## config.mk

```make
export PLATFORM = sky130hd
export DESIGN_NAME = npf_phase_freq_control
export DESIGN_NICKNAME = d
export VERILOG_FILES = /design/src/hdl/npf_pkg.sv /design/src/hdl/npf_phase_freq_control.sv /design/src/hdl/npf_buf2.sv
export SDC_FILE = /design/constraint.sdc
export NUM_CORES = 1
export LEC_CHECK = 0
export BUFFER_PORTS_ARGS = -buffer_cell sky130_fd_sc_hd__buf_4
export CAP_MARGIN = 5
export CORE_MARGIN = 2
export CORE_UTILIZATION = 45
export CTS_CLUSTER_SIZE = 28
export DETAILED_ROUTE_END_ITERATION = 10
export GPL_TIMING_DRIVEN = 1
export PLACE_DENSITY = 0.58
export SLEW_MARGIN = 20
export SYNTH_ARGS = -nofsm -noshare
export SYNTH_HDL_FRONTEND = slang
export SYNTH_HIERARCHICAL = 1
export SYNTH_SLANG_ARGS = --single-unit
```

## constraint.sdc

```tcl
create_clock -name clk -period 12.9 [get_ports clk]
set_input_delay 1.29 -clock clk [delete_from_list [all_inputs] [get_ports clk]]
set_output_delay 1.29 -clock clk [all_outputs]
set_load 0.05 [all_outputs]
```

## src/hdl/npf_pkg.sv

```systemverilog
// Shared constants and types of the phase and frequency control section
package npf_pkg;
	localparam int PHASE_W   = 32;
	localparam int HALF_W    = 16;
	localparam int CWORD_W   = 16;
	localparam int SEL_W     = 2;
	localparam int QPSK_LO_W = 14;

	// Write select codes of the control word bus
	localparam logic [1:0] SEL_FREQ_LOW   = 2'h0;
	localparam logic [1:0] SEL_FREQ_HIGH  = 2'h1;
	localparam logic [1:0] SEL_PHASE_IN   = 2'h2;
	localparam logic [1:0] SEL_RESERVED   = 2'h3;

	// Reset values, quadrature low bits and range masks
	localparam logic [31:0] ACC_RESET      = 32'h0000_0000;
	localparam logic [31:0] FREQ_RESET     = 32'h0000_0000;
	localparam logic [15:0] HALF_RESET     = 16'h0000;
	localparam logic        LOAD_N_IDLE    = 1'h1;
	localparam logic [15:0] QPSK_LOW_ZERO  = 16'h0000;
	localparam logic [15:0] HALF_CIRCLE_MASK = 16'h7FFF;
	localparam logic [15:0] FULL_CIRCLE_MASK = 16'hFFFF;

	// One word of the argument stream
	typedef struct packed {
		logic [31:0] arg;
		logic        phaseCarry;
	} npf_arg_t;

	// Loose control inputs grouped together
	typedef struct packed {
		logic centerLoadN;
		logic offsetLoadN;
		logic phaseLoadN;
		logic timerLoadN;
	} npf_loads_t;
endpackage : npf_pkg

```

## src/hdl/npf_phase_freq_control.sv

```systemverilog
// Phase and frequency control section: accumulators, phase adder, timer
//
// Overview of operation
// - Each clock the argument buffer is ready, the phase step is added into the 32-bit phase accumulator.
// - The addition wraps modulo two to the thirty-second; low 32 bits kept.
// - The inverted accumulator overflow drives the phase carry-out output.
// - Phase register adds to the top 16 accumulator bits, forming the argument.
// - Chip select and write strobe low store the bus word per select code.
// - High and low input halves join into one 32-bit load word.
// - Center load enable is registered, then reloads center frequency while low.
// - Source select high: registered phase enable low copies phase input.
// - Source select low: quadrature code gives top phase bits, rest zero.
// - The phase increment is the modular sum of center and offset.
// - A step of one advances the phase by one count per clock.
// - Offset disable low zeroes the offset term but keeps its contents.
// - Accumulator initialize low zeroes feedback; next clock loads the step.
// - Range select limits final phase to a half or a full circle.
// - Timer increment loads while its enable is low; timer adds it each clock.
// - Timer accumulator carry-out is the only timer output pulse.
// - Timer initialize zeroes timer feedback, stopping pulses and resetting it.
// - The frequency step is two's complement; its sign picks the sideband.
`timescale 1ns/1ps
module npf_phase_freq_control #(
	parameter int PHASE_W = npf_pkg::PHASE_W,
	parameter int HALF_W  = npf_pkg::HALF_W
) (
	input  wire logic        clk,
	input  wire logic        resetn,
	// Host write port
	input  wire logic [15:0] controlWordBus,
	input  wire logic [1:0]  writeSelectCode,
	input  wire logic        chipSelectN,
	input  wire logic        writeStrobeN,
	// Register load enables, active low
	input  wire logic        centerFreqLoadN,
	input  wire logic        offsetFreqLoadN,
	input  wire logic        phaseLoadN,
	input  wire logic        timerIncrLoadN,
	// Mode and control lines
	input  wire logic        phaseSourceSelect,
	input  wire logic [1:0]  quadraturePhaseCode,
	input  wire logic        offsetFreqDisableN,
	input  wire logic        accumInitN,
	input  wire logic        phaseRangeSelect,
	input  wire logic        timerAccumInit,
	// Argument stream toward the sine/cosine stage
	output logic [31:0]      sinCosArg,
	output logic             sinCosCarry,
	output logic             argValid,
	input  wire logic        argReady,
	// Carry outputs
	output logic             phaseCarryOut,
	output logic             timerCarryOut
);
	generate
		if (PHASE_W != 2 * HALF_W || HALF_W != npf_pkg::CWORD_W) begin : gChk
			$error("npf_phase_freq_control: unsupported widths");
		end
	endgenerate

	// Reset release synchroniser
	logic rstMeta_reg;
	logic rstSync_reg;

	always_ff @(posedge clk or negedge resetn) begin
		if (!resetn) begin
			rstMeta_reg <= 1'b0;
			rstSync_reg <= 1'b0;
		end else begin
			rstMeta_reg <= 1'b1;
			rstSync_reg <= rstMeta_reg;
		end
	end

	wire rstN = rstSync_reg;

	// Host write decode
	logic [HALF_W-1:0] freqLow_reg;
	logic [HALF_W-1:0] freqHigh_reg;
	logic [HALF_W-1:0] phaseInput_reg;

	wire writeActive = !chipSelectN && !writeStrobeN;
	wire wrFreqLow   = writeActive
		&& (writeSelectCode == npf_pkg::SEL_FREQ_LOW);
	wire wrFreqHigh  = writeActive
		&& (writeSelectCode == npf_pkg::SEL_FREQ_HIGH);
	wire wrPhaseIn   = writeActive
		&& (writeSelectCode == npf_pkg::SEL_PHASE_IN);
	// Reserved code stores nothing

	always_ff @(posedge clk or negedge rstN) begin
		if (!rstN) begin
			freqLow_reg    <= npf_pkg::HALF_RESET;
			freqHigh_reg   <= npf_pkg::HALF_RESET;
			phaseInput_reg <= npf_pkg::HALF_RESET;
		end else begin
			if (wrFreqLow)
				freqLow_reg <= controlWordBus;
			if (wrFreqHigh)
				freqHigh_reg <= controlWordBus;
			if (wrPhaseIn)
				phaseInput_reg <= controlWordBus;
		end
	end

	wire [PHASE_W-1:0] loadWord = {freqHigh_reg, freqLow_reg};

	// Registered load enables, one edge behind the pins
	npf_pkg::npf_loads_t loadsPin;
	npf_pkg::npf_loads_t loads_reg;

	assign loadsPin = '{centerLoadN: centerFreqLoadN,
		offsetLoadN: offsetFreqLoadN,
		phaseLoadN:  phaseLoadN,
		timerLoadN:  timerIncrLoadN};

	always_ff @(posedge clk or negedge rstN) begin
		if (!rstN)
			loads_reg <= '{default: npf_pkg::LOAD_N_IDLE};
		else
			loads_reg <= loadsPin;
	end

	// Frequency, phase and timer increment registers
	logic [PHASE_W-1:0] centerFreq_reg;
	logic [PHASE_W-1:0] offsetFreq_reg;
	logic [PHASE_W-1:0] timerIncr_reg;
	logic [HALF_W-1:0]  phaseReg_reg;

	// Quadrature code 00,01,10,11 -> 0,90,270,180 degrees
	wire [1:0] qpskTop = {quadraturePhaseCode[1],
		quadraturePhaseCode[1] ^ quadraturePhaseCode[0]};
	wire [HALF_W-1:0] qpskPhase = {qpskTop,
		npf_pkg::QPSK_LOW_ZERO[npf_pkg::QPSK_LO_W-1:0]};
	wire [HALF_W-1:0] phaseSource = phaseSourceSelect
		? phaseInput_reg : qpskPhase;

	always_ff @(posedge clk or negedge rstN) begin
		if (!rstN) begin
			centerFreq_reg <= npf_pkg::FREQ_RESET;
			offsetFreq_reg <= npf_pkg::FREQ_RESET;
			timerIncr_reg  <= npf_pkg::FREQ_RESET;
			phaseReg_reg   <= npf_pkg::HALF_RESET;
		end else begin
			if (!loads_reg.centerLoadN)
				centerFreq_reg <= loadWord;
			if (!loads_reg.offsetLoadN)
				offsetFreq_reg <= loadWord;
			if (!loads_reg.phaseLoadN)
				phaseReg_reg <= phaseSource;
			// Timer increment takes the pin enable directly
			if (!timerIncrLoadN)
				timerIncr_reg <= loadWord;
		end
	end

	// Phase step: offset term gated, register contents kept intact
	wire [PHASE_W-1:0] offsetTerm = offsetFreqDisableN
		? offsetFreq_reg : npf_pkg::FREQ_RESET;
	// Two's complement sum; a negative step rotates the other way
	wire [PHASE_W-1:0] phaseStep = centerFreq_reg + offsetTerm;

	// Phase accumulator
	logic [PHASE_W-1:0] phaseAcc_reg;
	logic               phaseCarry_reg;

	wire [PHASE_W-1:0] phaseFeedback = accumInitN
		? phaseAcc_reg : npf_pkg::ACC_RESET;
	wire [PHASE_W:0]   phaseSum = {1'b0, phaseFeedback}
		+ {1'b0, phaseStep};

	// The accumulator advances only while the buffer can take the argument,
	// so a stalled receiver skips no phase value; hold ready high to free-run
	wire bufInReady;

	always_ff @(posedge clk or negedge rstN) begin
		if (!rstN) begin
			phaseAcc_reg   <= npf_pkg::ACC_RESET;
			phaseCarry_reg <= 1'b1;
		end else if (bufInReady) begin
			phaseAcc_reg   <= phaseSum[PHASE_W-1:0];
			phaseCarry_reg <= ~phaseSum[PHASE_W];
		end
	end

	assign phaseCarryOut = phaseCarry_reg;

	// Phase adder on the top half
	wire [HALF_W-1:0] topSum = phaseAcc_reg[PHASE_W-1:HALF_W]
		+ phaseReg_reg;
	wire [HALF_W-1:0] rangeMask = phaseRangeSelect
		? npf_pkg::FULL_CIRCLE_MASK
		: npf_pkg::HALF_CIRCLE_MASK;
	wire [PHASE_W-1:0] argWord = {topSum & rangeMask,
		phaseAcc_reg[HALF_W-1:0]};

	npf_pkg::npf_arg_t bufIn;
	npf_pkg::npf_arg_t bufOut;

	assign bufIn = '{arg: argWord, phaseCarry: phaseCarry_reg};

	npf_buf2 #(
		.WIDTH ($bits(npf_pkg::npf_arg_t))
	) uArgBuf (
		.clk      (clk),
		.rstN     (rstN),
		.inData   (bufIn),
		.inValid  (rstN),
		.inReady  (bufInReady),
		.outData  (bufOut),
		.outValid (argValid),
		.outReady (argReady)
	);

	assign sinCosArg   = bufOut.arg;
	assign sinCosCarry = bufOut.phaseCarry;

	// Time accumulator; free running, independent of the argument stream
	logic [PHASE_W-1:0] timerAcc_reg;
	logic               timerCarry_reg;

	wire [PHASE_W-1:0] timerFeedback = timerAccumInit
		? npf_pkg::ACC_RESET : timerAcc_reg;
	wire [PHASE_W:0]   timerSum = {1'b0, timerFeedback}
		+ {1'b0, timerIncr_reg};

	always_ff @(posedge clk or negedge rstN) begin
		if (!rstN) begin
			timerAcc_reg   <= npf_pkg::ACC_RESET;
			timerCarry_reg <= 1'b0;
		end else begin
			timerAcc_reg   <= timerSum[PHASE_W-1:0];
			// Held quiet during initialize so no stray pulse escapes
			timerCarry_reg <= timerSum[PHASE_W]
				& ~timerAccumInit;
		end
	end

	assign timerCarryOut = timerCarry_reg;
endmodule : npf_phase_freq_control

```

## src/hdl/npf_buf2.sv

```systemverilog
// Two-entry buffer with valid/ready on both sides and registered storage
`timescale 1ns/1ps
module npf_buf2 #(
	parameter int WIDTH = 33
) (
	input  wire logic             clk,
	input  wire logic             rstN,
	input  wire logic [WIDTH-1:0] inData,
	input  wire logic             inValid,
	output logic                  inReady,
	output logic      [WIDTH-1:0] outData,
	output logic                  outValid,
	input  wire logic             outReady
);
	generate
		if (WIDTH < 1) begin : gChk
			$error("npf_buf2: WIDTH must be at least 1");
		end
	endgenerate

	logic [WIDTH-1:0] entry0_reg;
	logic [WIDTH-1:0] entry1_reg;
	logic             wrPtr_reg;
	logic             rdPtr_reg;
	logic [1:0]       count_reg;
	logic [1:0]       count_next;
	wire              push = inValid & inReady;
	wire              pop  = outValid & outReady;

	assign inReady    = (count_reg != 2'h2);
	assign outValid   = (count_reg != 2'h0);
	assign outData    = rdPtr_reg ? entry1_reg : entry0_reg;
	assign count_next = count_reg + {1'b0, push} - {1'b0, pop};

	always_ff @(posedge clk or negedge rstN) begin
		if (!rstN) begin
			entry0_reg <= '0;
			entry1_reg <= '0;
			wrPtr_reg  <= 1'b0;
			rdPtr_reg  <= 1'b0;
			count_reg  <= 2'h0;
		end else begin
			if (push && !wrPtr_reg)
				entry0_reg <= inData;
			if (push && wrPtr_reg)
				entry1_reg <= inData;
			if (push)
				wrPtr_reg <= ~wrPtr_reg;
			if (pop)
				rdPtr_reg <= ~rdPtr_reg;
			count_reg <= count_next;
		end
	end
endmodule : npf_buf2

```

==> Yosys cells after proc, flatten, opt, wreduce, memory -nomap -nowiden <==
Cells that the tools add are included.
W data, S select, Z words.
{ "totals": {"regBits": 301, "inputBits": 34, "wordCells": 56} }
{ "classes": {"n_addsub": 6, "eq_ne": 3, "muxes": 6, "n_bitwise": 9, "reduce_logical": 11} }
{ "op_table": {"columns": ["op", "count"], "rows": [
  ["$mux W32", 3],
  ["$add A32 B32 Y33", 2],
  ["$mux W33", 1],
  ["$add A32 B32 Y32", 1],
  ["$mux W16", 2],
  ["$add A16 B16 Y16", 1],
  ["$and A16 B16 Y16", 1],
  ["$logic_and A1 B1 Y1", 6],
  ["$not A1 Y1", 4],
  ["$and A1 B1 Y1", 3],
  ["$logic_not A1 Y1", 3],
  ["$add A2 B1 Y2", 1],
  ["$eq A2 B1 Y1 const B", 1],
  ["$eq A2 B2 Y1 const B", 1],
  ["$logic_not A2 Y1", 1],
  ["$ne A2 B2 Y1 const B", 1],
  ["$reduce_bool A2 Y1", 1],
  ["$sub A2 B1 Y2", 1],
  ["$xor A1 B1 Y1", 1]
]} }

==> Logic depth before layout (Yosys ltp) <==
Gate-level depths: netlist of run 1.
{ "depth": {"word_depth": 4, "depth_mapped": 20, "mapped_depth_nobuf": 19} }

==> Cells and area by module <==
Netlist of run 1, hierarchy kept.
{ "modules_own_cells": {"columns": ["mod", "n_inst", "cells_per_inst", "area_each_um2"], "rows": [
  ["npf_phase_freq_control", 1, 1367, 14278.7],
  ["npf_buf2", 1, 199, 3096.7]
]} }

==> Least setup slack after synthesis of run 1 <==
No wires, ideal clock.
{ "synth_path": {"path_kind": "register -> register", "start": "register rstSync_reg (netlist: rstN)", "end": "register uArgBuf.entry0_reg[0]", "setup_time_ps": 125, "arrival_time_ps": 8783, "required_time_ps": 12775, "path_slack_ps": 3992, "stages_incl_launch_ff": 5, "n_path_buf": 1, "cell_sequence": "dfrtp_1 > inv_1 > nor3_4 > buf_6 > mux2_2"} }
{ "synth_via": {"elab_chain_len": 2} }
{ "synth_lines": {"columns": ["item", "line", "text"], "rows": [
  ["start: declaration", "npf_phase_freq_control.sv:63", "logic rstSync_reg;"],
  ["start signal: assignment", "npf_phase_freq_control.sv:71", "rstSync_reg <= rstMeta_reg;"],
  ["$and A1 B1 Y1", "npf_buf2.sv:27", "wire push = inValid & inReady;"],
  ["$logic_and A1 B1 Y1", "npf_buf2.sv:43", "if (push && !wrPtr_reg)"],
  ["end signal: assignment", "npf_buf2.sv:44", "entry0_reg <= inData;"],
  ["end: declaration", "npf_buf2.sv:21", "logic [WIDTH-1:0] entry0_reg;"]
]} }
No other way between the ends.
A chain may end at the register's enable or synchronous reset.

==> Final worst setup path of run 1 <==
{ "layout_path": {"start": "input offsetFreqDisableN", "end": "register phaseAcc_reg[28]"} }
{ "layout_via": {"elab_chain_len": 3} }
{ "layout_lines": {"columns": ["item", "line", "text"], "rows": [
  ["start: declaration", "npf_phase_freq_control.sv:42", "input wire logic offsetFreqDisableN,"],
  ["$mux W32", "npf_phase_freq_control.sv:159", "? offsetFreq_reg : npf_pkg::FREQ_RESET;"],
  ["$add A32 B32 Y32", "npf_phase_freq_control.sv:161", "wire [PHASE_W-1:0] phaseStep = centerFreq_reg + offsetTerm;"],
  ["$add A32 B32 Y33", "npf_phase_freq_control.sv:170", "+ {1'b0, phaseStep};"],
  ["end signal: assignment", "npf_phase_freq_control.sv:178", "phaseAcc_reg <= npf_pkg::ACC_RESET;"],
  ["end signal: assignment", "npf_phase_freq_control.sv:181", "phaseAcc_reg <= phaseSum[PHASE_W-1:0];"],
  ["end: declaration", "npf_phase_freq_control.sv:164", "logic [PHASE_W-1:0] phaseAcc_reg;"]
]} }
No other way between the ends.

==> results of run 1 <==
==> cell families (layout without fill, tap and decap cells) <==
kind of cell             after synthesis  in the layout
AND/OR/NAND/NOR                      362            362
flip-flops                           301            301
buffers and inverters                 91            175
adder cells (fa/ha/maj)              115            115
multiplexers                         266            266
XOR/XNOR                              98             98
other                                  1              1
AO/OA/AOI/OAI                        332            332
==> per-layer routing <==
layer | share of wire, % | vias up | track usage [%]
met5 | 0 | - | 0
li1 | - | 5785 | -
met2 | 45 | 148 | 30.6
met3 | 2.9 | 33 | 2.58
met4 | 1.3 | 0 | 3.57
met1 | 50 | 5694 | 27.1
==> Yosys cell counts (all sizes together) (3+ instances only) <==
master,instances
a211oi,13
or2,3
fa,4
o22ai,3
o21a,15
and3,13
nand2b,13
nor3,20
nand3,16
a21o,49
ha,111
or3,7
a21oi,94
nor3b,5
nand4,10
a221oi,6
and2,64
o21ai,70
dfrtp,297
and4,3
clkbuf,36
nor2,60
o211ai,12
a21boi,3
nand2,90
dfstp,4
a31oi,15
mux2,264
o41ai,3
xnor2,62
buf,23
o21bai,18
nor4,5
xor2,36
o211a,3
nor2b,47
o31ai,6
inv,32
==> area by class of cell <==
class	instances	area, µm²	share of cell area, %
Multi-Input combinational cell	1174	9470	48.5
Sequential cell	301	7540	38.6
Clock buffer	52	1020	5.22
Tap cell	511	639	3.27
Timing Repair Buffer	79	599	3.07
Clock inverter	12	153	0.781
Inverter	32	120	0.615
==> layout by cell type, fill, tap and decap left out, types with 18 or more instances in the layout <==
cell / instances
sky130_fd_sc_hd__a21oi_1: 93
sky130_fd_sc_hd__nand2_1: 90
sky130_fd_sc_hd__nor2b_1: 46
sky130_fd_sc_hd__xnor2_1: 62
sky130_fd_sc_hd__a21o_1: 49
sky130_fd_sc_hd__o21bai_1: 18
sky130_fd_sc_hd__xor2_1: 36
sky130_fd_sc_hd__ha_1: 111
sky130_fd_sc_hd__o21ai_0: 67
sky130_fd_sc_hd__buf_4: 78
sky130_fd_sc_hd__and2_1: 64
sky130_fd_sc_hd__nor2_1: 60
sky130_fd_sc_hd__clkbuf_16: 36
sky130_fd_sc_hd__mux2_2: 262
sky130_fd_sc_hd__dfrtp_1: 296
sky130_fd_sc_hd__nor3_1: 19
sky130_fd_sc_hd__inv_1: 32
==> metrics by stage <==
stage / instance area (µm²) / util [%]
2_1_floorplan: 17400 / -
3_3_place_gp: 18400 / 48.5
3_5_place_dp: 18400 / 48.5
4_1_cts: 19500 / 51.6
5_1_grt: 19500 / 51.6
6_report: 19500 / 51.6
==> worst max path at each step <==
stage / startpoint / to / slack (ps) / cells past startpoint
6_report: offsetFreqDisableN / phaseAcc_reg[28] / 7450 / 20
5_1_grt: offsetFreqDisableN / phaseAcc_reg[28] / 7200 / 20
4_1_cts: offsetFreqDisableN / phaseAcc_reg[28] / 7520 / 20
3_5_place_dp: offsetFreqDisableN / phaseAcc_reg[28] / 6970 / 20
3_3_place_gp: offsetFreqDisableN / phaseAcc_reg[26] / 7100 / 20
2_1_floorplan: rstN / centerFreq_reg[0] / 3750 / 0
==> where the power goes <==
group	total [mW]	switching (mW)	internal, mW
clock	1.00	0.390	0.611
combinational	2.68	1.48	1.20
sequential	1.52	0.218	1.30
total	5.20	2.09	3.12
==> worst max-delay path: cells and delay by family <==
kind	cells	cell delay (ps)
AO/OA/AOI/OAI	8	1890
XOR/XNOR	2	270
adder cells (fa/ha/maj)	3	1070
buffers and inverters	1	200
multiplexers	1	270
AND/OR/NAND/NOR	5	840
==> Implementation_results.wiki, run 1 <==
{| class="wikitable"
! Metric !! Value
|-
| Synthesized area per cell || approximately 11 µm²
|-
| Synthesized-area fraction occupied by ao, oa, aoi and oai cells || 12.7%
|-
| Hold_buf cts || 0
|-
| Ys async rst share || 100%
|-
| Number of placement rows || 71
|-
| Setup violation total in the final timing report || 0
|-
| Violation count after the first detailed-routing iteration || 496
|-
| Cell area after technology mapping || 0.0174 mm²
|-
| Layout overhead on the synthesized area || 12.5%
|-
| Final-layout worst hold slack || 347 ps
|-
| Gate count of the mapped netlist || 1566
|-
| Overall die area || 0.0402 mm²
|-
| Number of clock sinks seen by CTS || 301
|-
| Fraction of final layout cells sized beyond drive strength 1 || between 20 and 30%
|-
| Multiplexer share of the synthesized area || 17.2%
|-
| Vias in the first global route || between 10000 and 15000
|-
| Final cell count without fillers || roughly 2200
|-
| Drt pass-1 iters || 4
|-
| Worst endpoint required time || ~13000 ps
|-
| Initial cell density of the core || 45.9%
|-
| GRT Resource Usage Total || about a fifth
|-
| Number of antenna violations at the first check in global routing || 0
|-
| Drt drc || 0
|-
| Clock skew || 21.1 ps
|-
| Setup TNS Final || 0 ps
|-
| CP Capture Type || register
|-
| Area of the placeable core || 0.0378 mm²
|-
| Cell type contributing the most total cell area after synthesis || sky130_fd_sc_hd__dfrtp_1
|-
| GPL Wtd Cong || 0.889
|-
| Combinational family with the most area after synthesis || multiplexers
|-
| Post-synthesis xor/xnor area fraction || 4.94%
|-
| Source of the worst register-to-register timing path || offsetFreq_reg[0]
|-
| EDFF count, synth || 0
|-
| Count of input and output buffers || 69
|-
| Worst-Margin Slew || between 900 and 1000 ps
|-
| Half-perimeter wire length after detailed placement || between 20000 and 30000 µm
|-
| Warnings from Yosys || 6
|-
| Hold Fails Final Rpt || 0
|-
| First-pass GRT wire length || 62100 µm
|-
| Fin nets || ~1800
|-
| Number of antenna diodes || 0
|-
| Pwr per Cell Area || approximately 270 mW/mm²
|-
| Resize count post-CTS || 0
|-
| Residual overflow from global routing || 0
|-
| Cells along the critical path || buf_4 -> and2_1 -> ha_1 -> fa_1 -> a211o_1 -> a21oi_1 -> nor3_1 -> nand4b_1 -> a31o_2 -> o21ai_2 -> o21bai_1 -> xor2_1 -> ha_1 -> and3_1 -> nand2_1 -> o22ai_1 -> a41oi_2 -> a221oi_2 -> xor2_1 -> mux2_2
|-
| Root buffer cell || sky130_fd_sc_hd__clkbuf_16
|-
| Total Power || 5.20 mW
|-
| Setup CP Type || in2reg
|-
| Post-CTS setup repair buffer count || 0
|-
| Wirelength per Cell || between 15 and 20 µm
|-
| Synth Area in Adders || 8.45%
|-
| Data arrival at the endpoint of the critical path || 5850 ps
|-
| Area share of the largest cell type after synthesis || between 40% and 50%
|-
| Filler instances || 3465
|-
| Basic-gate share of the synthesized area counting and, or, nand and nor cells || 11.0%
|-
| Slowest cell delay on critical path || 450 ps
|-
| Total of flip-flops plus latches after synthesis || roughly 300
|-
| Worst slew margin relative to its limit || 34.3%
|-
| Height of the die || 201 µm
|-
| Achievable frequency || around 0.18 GHz
|-
| Synth top area cells || sky130_fd_sc_hd__dfrtp_1, sky130_fd_sc_hd__mux2_2, sky130_fd_sc_hd__ha_1
|-
| End of the worst register-to-register path || phaseAcc_reg[28]
|-
| Routed wire length || 37500 µm
|-
| Post-Synthesis Net Count || 1715
|-
| Reg2reg setup slack || approximately 8000 ps
|-
| Path category of the worst min-delay check || reg2async
|-
| Type of origin of the critical path || input pin
|-
| CTS tree || yes
|-
| Post-route minimum period || 5450 ps
|-
| Max cap viols || 0
|-
| Max H-tree Level || 2
|-
| Sequential area share after synthesis || 43.4%
|-
| Peak ir drop on the vdd network || around 0.13 mV
|-
| Share of the cycle needed by the critical path after routing || 42.2%
|-
| DR vias/cell || 5.40
|-
| Instance count after placement with tap cells included || 2096
|-
| Maximum number of pins on one net before global-route repair || 80
|-
| Largest driver fanout on the critical path || 32
|-
| CP max-delay cell || sky130_fd_sc_hd__ha_1
|-
| Flip-flop cell with the highest count after synthesis || sky130_fd_sc_hd__dfrtp_1
|-
| Unrepaired setup endpoints after global routing || no
|-
| Ports || 70
|-
| Overall die width || ~200 µm
|-
| Final count of pins violating max slew || 0
|-
| Longest Clk Path Bufs || 3
|-
| Via Count || ~12000
|-
| Static Leak || 8.86 nW
|-
| Clock slew at reported path FFs || roughly 60 ps
|-
| Clock latency of the later-clocked register in the worst-skew pair || 520 ps
|-
| Worst slack, placed || about 7000 ps
|-
| Final Worst Setup Slack || 7450 ps
|-
| Status || finished clean
|-
| Antenna Nets Post-Route || 0
|-
| Depth of the worst register-to-register path || 19
|-
| Number of distinct library cells after synthesis || 75
|-
| TritonCTS buffer count || 35
|}
(Power assumes the default switching activity.)
==> run 2, diff against run 1 <==
Settings changed: ABC_AREA from default to 1.
Clock period 12.9 ns to 5.1 ns, I/O delays scaled along.
==> run 2 against run 1 <==
- total power grew 120%
- synthesized cell count is 73% higher
- wire length up 42%
- sequential share of layout area down 3.0 points
- cell count up 53%
- global-route usage is 5.6 points higher
- via count increased by 45%
- non-clock buffer count is the same
- critical endpoint is now phaseAcc_reg[27]
- largest cell class unchanged
==> Implementation_results.wiki, run 2 <==
{| class="wikitable"
! Metric !! Value
|-
| Number of antenna diodes || 0
|-
| GRT Resource Usage Total || 24.4%
|-
| Fin nets || 2890
|-
| Number of distinct library cells after synthesis || 44
|-
| Synth top area cells || sky130_fd_sc_hd__dfrtp_1, sky130_fd_sc_hd__nand2_1, sky130_fd_sc_hd__ha_1
|-
| Max cap viols || 0
|-
| Ports || 70
|-
| Ys async rst share || 100%
|-
| Number of placement rows || between 70 and 80
|-
| Count of input and output buffers || 69
|-
| Achievable frequency || 0.276 GHz
|-
| Area of the placeable core || 0.0419 mm²
|-
| GPL Wtd Cong || 1.02
|-
| Endpoint of the worst hold path || loads_reg[1]
|-
| Top cells by count, synth || sky130_fd_sc_hd__nand2_1, sky130_fd_sc_hd__inv_1, sky130_fd_sc_hd__dfrtp_1
|-
| Overall die area || 0.0441 mm²
|-
| Setup TNS Final || 0 ps
|-
| Post-route minimum period || 3620 ps
|-
| TritonCTS buffer count || 35
|-
| Gate count of the mapped netlist || 2712
|-
| Setup CP Type || reg2reg
|-
| CP Capture Type || register
|-
| Initial cell density of the core || 45.5%
|-
| Clock skew || between 10 and 15 ps
|-
| Util after Layout || 50.5%
|-
| Height of the die || 210 µm
|-
| Static Leak || between 10 and 15 nW
|-
| Final count of pins violating max slew || 0
|-
| Final Worst Setup Slack || 1480 ps
|-
| Worst slew margin relative to its limit || 30.6%
|-
| Drt pass-1 iters || 7
|-
| Worst slack, placed || 1110 ps
|-
| Area share of the largest cell type after synthesis || 38.9%
|-
| Total cell area at the placement stage || 0.0200 mm²
|-
| Post-Synthesis Net Count || 2861
|-
| Fraction of final layout cells sized beyond drive strength 1 || 6.00%
|-
| Violation count after the first detailed-routing iteration || 1212
|-
| Sequential area share after synthesis || 39.5%
|-
| CTS tree || yes
|-
| Warnings from Yosys || 6
|-
| Longest Clk Path Bufs || 3
|-
| First element of the critical path || offsetFreq_reg[0]
|-
| Final design instance area without fill || 0.0212 mm²
|-
| Antenna Nets Post-Route || 0
|-
| Final-layout worst hold slack || 66.7 ps
|-
| Vias in the first global route || 16300
|-
| Number of antenna violations at the first check in global routing || 0
|-
| Cell area after technology mapping || 0.0191 mm²
|-
| First-pass GRT wire length || 85600 µm
|-
| Path category of the worst min-delay check || in2reg
|-
| Routed wire length || 53100 µm
|-
| Root buffer cell || sky130_fd_sc_hd__clkbuf_16
|-
| Layout overhead on the synthesized area || 11.0%
|-
| Final cell count without fillers || approximately 3300
|-
| Overall die width || 210 µm
|-
| Pwr per Cell Area || roughly 530 mW/mm²
|-
| Most used cells in the layout excluding fill and tap cells || sky130_fd_sc_hd__nand2_1, sky130_fd_sc_hd__inv_1, sky130_fd_sc_hd__dfrtp_1, sky130_fd_sc_hd__o21ai_0, sky130_fd_sc_hd__nor2_1
|-
| Type of origin of the critical path || register
|-
| Depth of the worst register-to-register path || 21
|-
| Max H-tree Level || 2
|-
| Total Power || around 11 mW
|-
| Drt drc || 0
|-
| Worst endpoint required time || 5540 ps
|-
| Instance count along the most critical hold path || 1
|-
| End of the worst register-to-register path || phaseAcc_reg[27]
|-
| Clock slew at reported path FFs || 60 ps
|-
| Flip-flop cell with the highest count after synthesis || sky130_fd_sc_hd__dfrtp_1
|-
| Total of flip-flops plus latches after synthesis || approximately 300
|-
| Worst-Margin Slew || 1040 ps
|-
| Unrepaired setup endpoints after global routing || no
|-
| Via Count || 17000
|-
| Cell type contributing the most total cell area after synthesis || sky130_fd_sc_hd__dfrtp_1
|-
| Share of the cycle needed by the critical path after routing || just over 70%
|-
| Wirelength per Cell || 16.0 µm
|-
| Count leader, synth || sky130_fd_sc_hd__nand2_1
|-
| Maximum number of pins on one net before global-route repair || 125
|-
| DR vias/cell || around 5.1
|-
| EDFF count, synth || 0
|-
| Number of clock sinks seen by CTS || 301
|-
| Hold Fails Final Rpt || 0
|-
| Setup violation total in the final timing report || 0
|-
| Half-perimeter wire length after detailed placement || between 40000 and 50000 µm
|-
| Residual overflow from global routing || 0
|-
| Resize count post-CTS || 0
|-
| Largest driver fanout on the critical path || 5
|-
| Synthesized area per cell || 7.04 µm²
|-
| Instance count after placement with tap cells included || 3242
|-
| Source of the worst register-to-register timing path || offsetFreq_reg[0]
|-
| Clock latency of the later-clocked register in the worst-skew pair || 550 ps
|-
| Peak ir drop on the vdd network || 0.308 mV
|-
| Data arrival at the endpoint of the critical path || slightly above 4000 ps
|-
| Reg2reg setup slack || 1480 ps
|-
| Startpoint of the tightest hold check path || phaseLoadN
|-
| Status || finished clean
|-
| Most common library cell in the layout ignoring fill and taps || sky130_fd_sc_hd__nand2_1
|}
==> run 2: cell count changes after synthesis, moves of 19 or more <==
cell and delta:
sky130_fd_sc_hd__inv_1 +314, sky130_fd_sc_hd__xnor2_1 -42, sky130_fd_sc_hd__mux2_2 -262, sky130_fd_sc_hd__clkbuf_1 +19, sky130_fd_sc_hd__nand4_1 +72, sky130_fd_sc_hd__o21ai_0 +138
sky130_fd_sc_hd__nand2_1 +909, sky130_fd_sc_hd__nand3_1 +100, sky130_fd_sc_hd__and2_1 -62, sky130_fd_sc_hd__nor2b_1 -46, sky130_fd_sc_hd__nor2_1 +127, sky130_fd_sc_hd__a21o_1 -42
sky130_fd_sc_hd__a21oi_1 +25
==> run 2: worst max path at each step <==
stage | slack, ps | to | depth (start not counted)
after CTS | 1520 | phaseAcc_reg[27] | 21
final | 1480 | phaseAcc_reg[27] | 21
after global placement | 1070 | phaseAcc_reg[27] | 22
after floorplan | 1260 | uArgBuf/count_reg[1] | 10
after global routing | 1250 | phaseAcc_reg[29] | 24
after detailed placement | 1110 | phaseAcc_reg[27] | 22
==> run 2: report_power, final <==
group / leakage (nW) / internal (mW) / switching, mW / total (mW)
sequential: 3.80 / 3.12 / 0.576 / 3.70
clock: 0.574 / 1.61 / 1.05 / 2.65
combinational: 7.42 / 1.58 / 3.37 / 4.95
total: 11.8 / 6.31 / 4.99 / 11.3
==> run 2: critical path, stage by stage, from the launching register on <==
cell                      delay [ps]
sky130_fd_sc_hd__dfrtp_1         380
sky130_fd_sc_hd__nand2_1          70
sky130_fd_sc_hd__inv_1            40
sky130_fd_sc_hd__ha_1            200
sky130_fd_sc_hd__fa_1            450
sky130_fd_sc_hd__nand2_1          90
sky130_fd_sc_hd__nand2_1          60
sky130_fd_sc_hd__nand2_2          90
sky130_fd_sc_hd__inv_1            80
sky130_fd_sc_hd__a21o_1          200
sky130_fd_sc_hd__a21oi_1         220
sky130_fd_sc_hd__xnor2_1         190
sky130_fd_sc_hd__ha_1            430
sky130_fd_sc_hd__nand2_1         120
sky130_fd_sc_hd__nor2_1          240
sky130_fd_sc_hd__nand2_1         160
sky130_fd_sc_hd__nor3_1          160
sky130_fd_sc_hd__nand2_1          90
sky130_fd_sc_hd__nand2_1          80
sky130_fd_sc_hd__nand2_1          40
sky130_fd_sc_hd__nand3_1          70
sky130_fd_sc_hd__nand2_1          60
==> run 2: timing repair <==
| item | 4_1_cts | 5_1_grt |
|---|---|---|
| endpoints found under the hold margin | 2 | 0 |
| buffers inserted | 0 | 0 |
| endpoints found under the setup margin | 0 | 0 |
| hold buffers | 1 | 0 |
==> run 2: cells by family (layout without fill, tap and decap cells) <==
| group | Yosys count | count (layout) | synth area share (%) |
|---|---|---|---|
| adders and majority gates | 115 | 115 | 7.69 |
| AOI/OAI and AO/OA | 353 | 353 | 9.67 |
| xor gates and xnor gates | 67 | 67 | 3.07 |
| buffers and inverters | 437 | 493 | 9.04 |
| other | 1 | 1 | 0.0196 |
| and+or+nand+nor | 1438 | 1438 | 31.0 |
| DFF | 301 | 301 | 39.5 |
==> run 2: final cells by class <==
type,instances,area (µm²)
clock buffers,48,976
clock inverters,16,233
fillers,4306,20800
inverters,350,1310
multi-input cells,1974,9830
flip-flops and latches,301,7540
well taps,539,674
repair buffers,79,621
==> run 2: metal layers <==
layer | vias up | share of wire [%] | GRT usage, %
li1 | 8666 | - | -
met1 | 7874 | 45 | 31.6
met2 | 313 | 47 | 41.5
met3 | 107 | 2.9 | 2.44
met4 | 0 | 4.5 | 11.1
met5 | - | 0 | 0
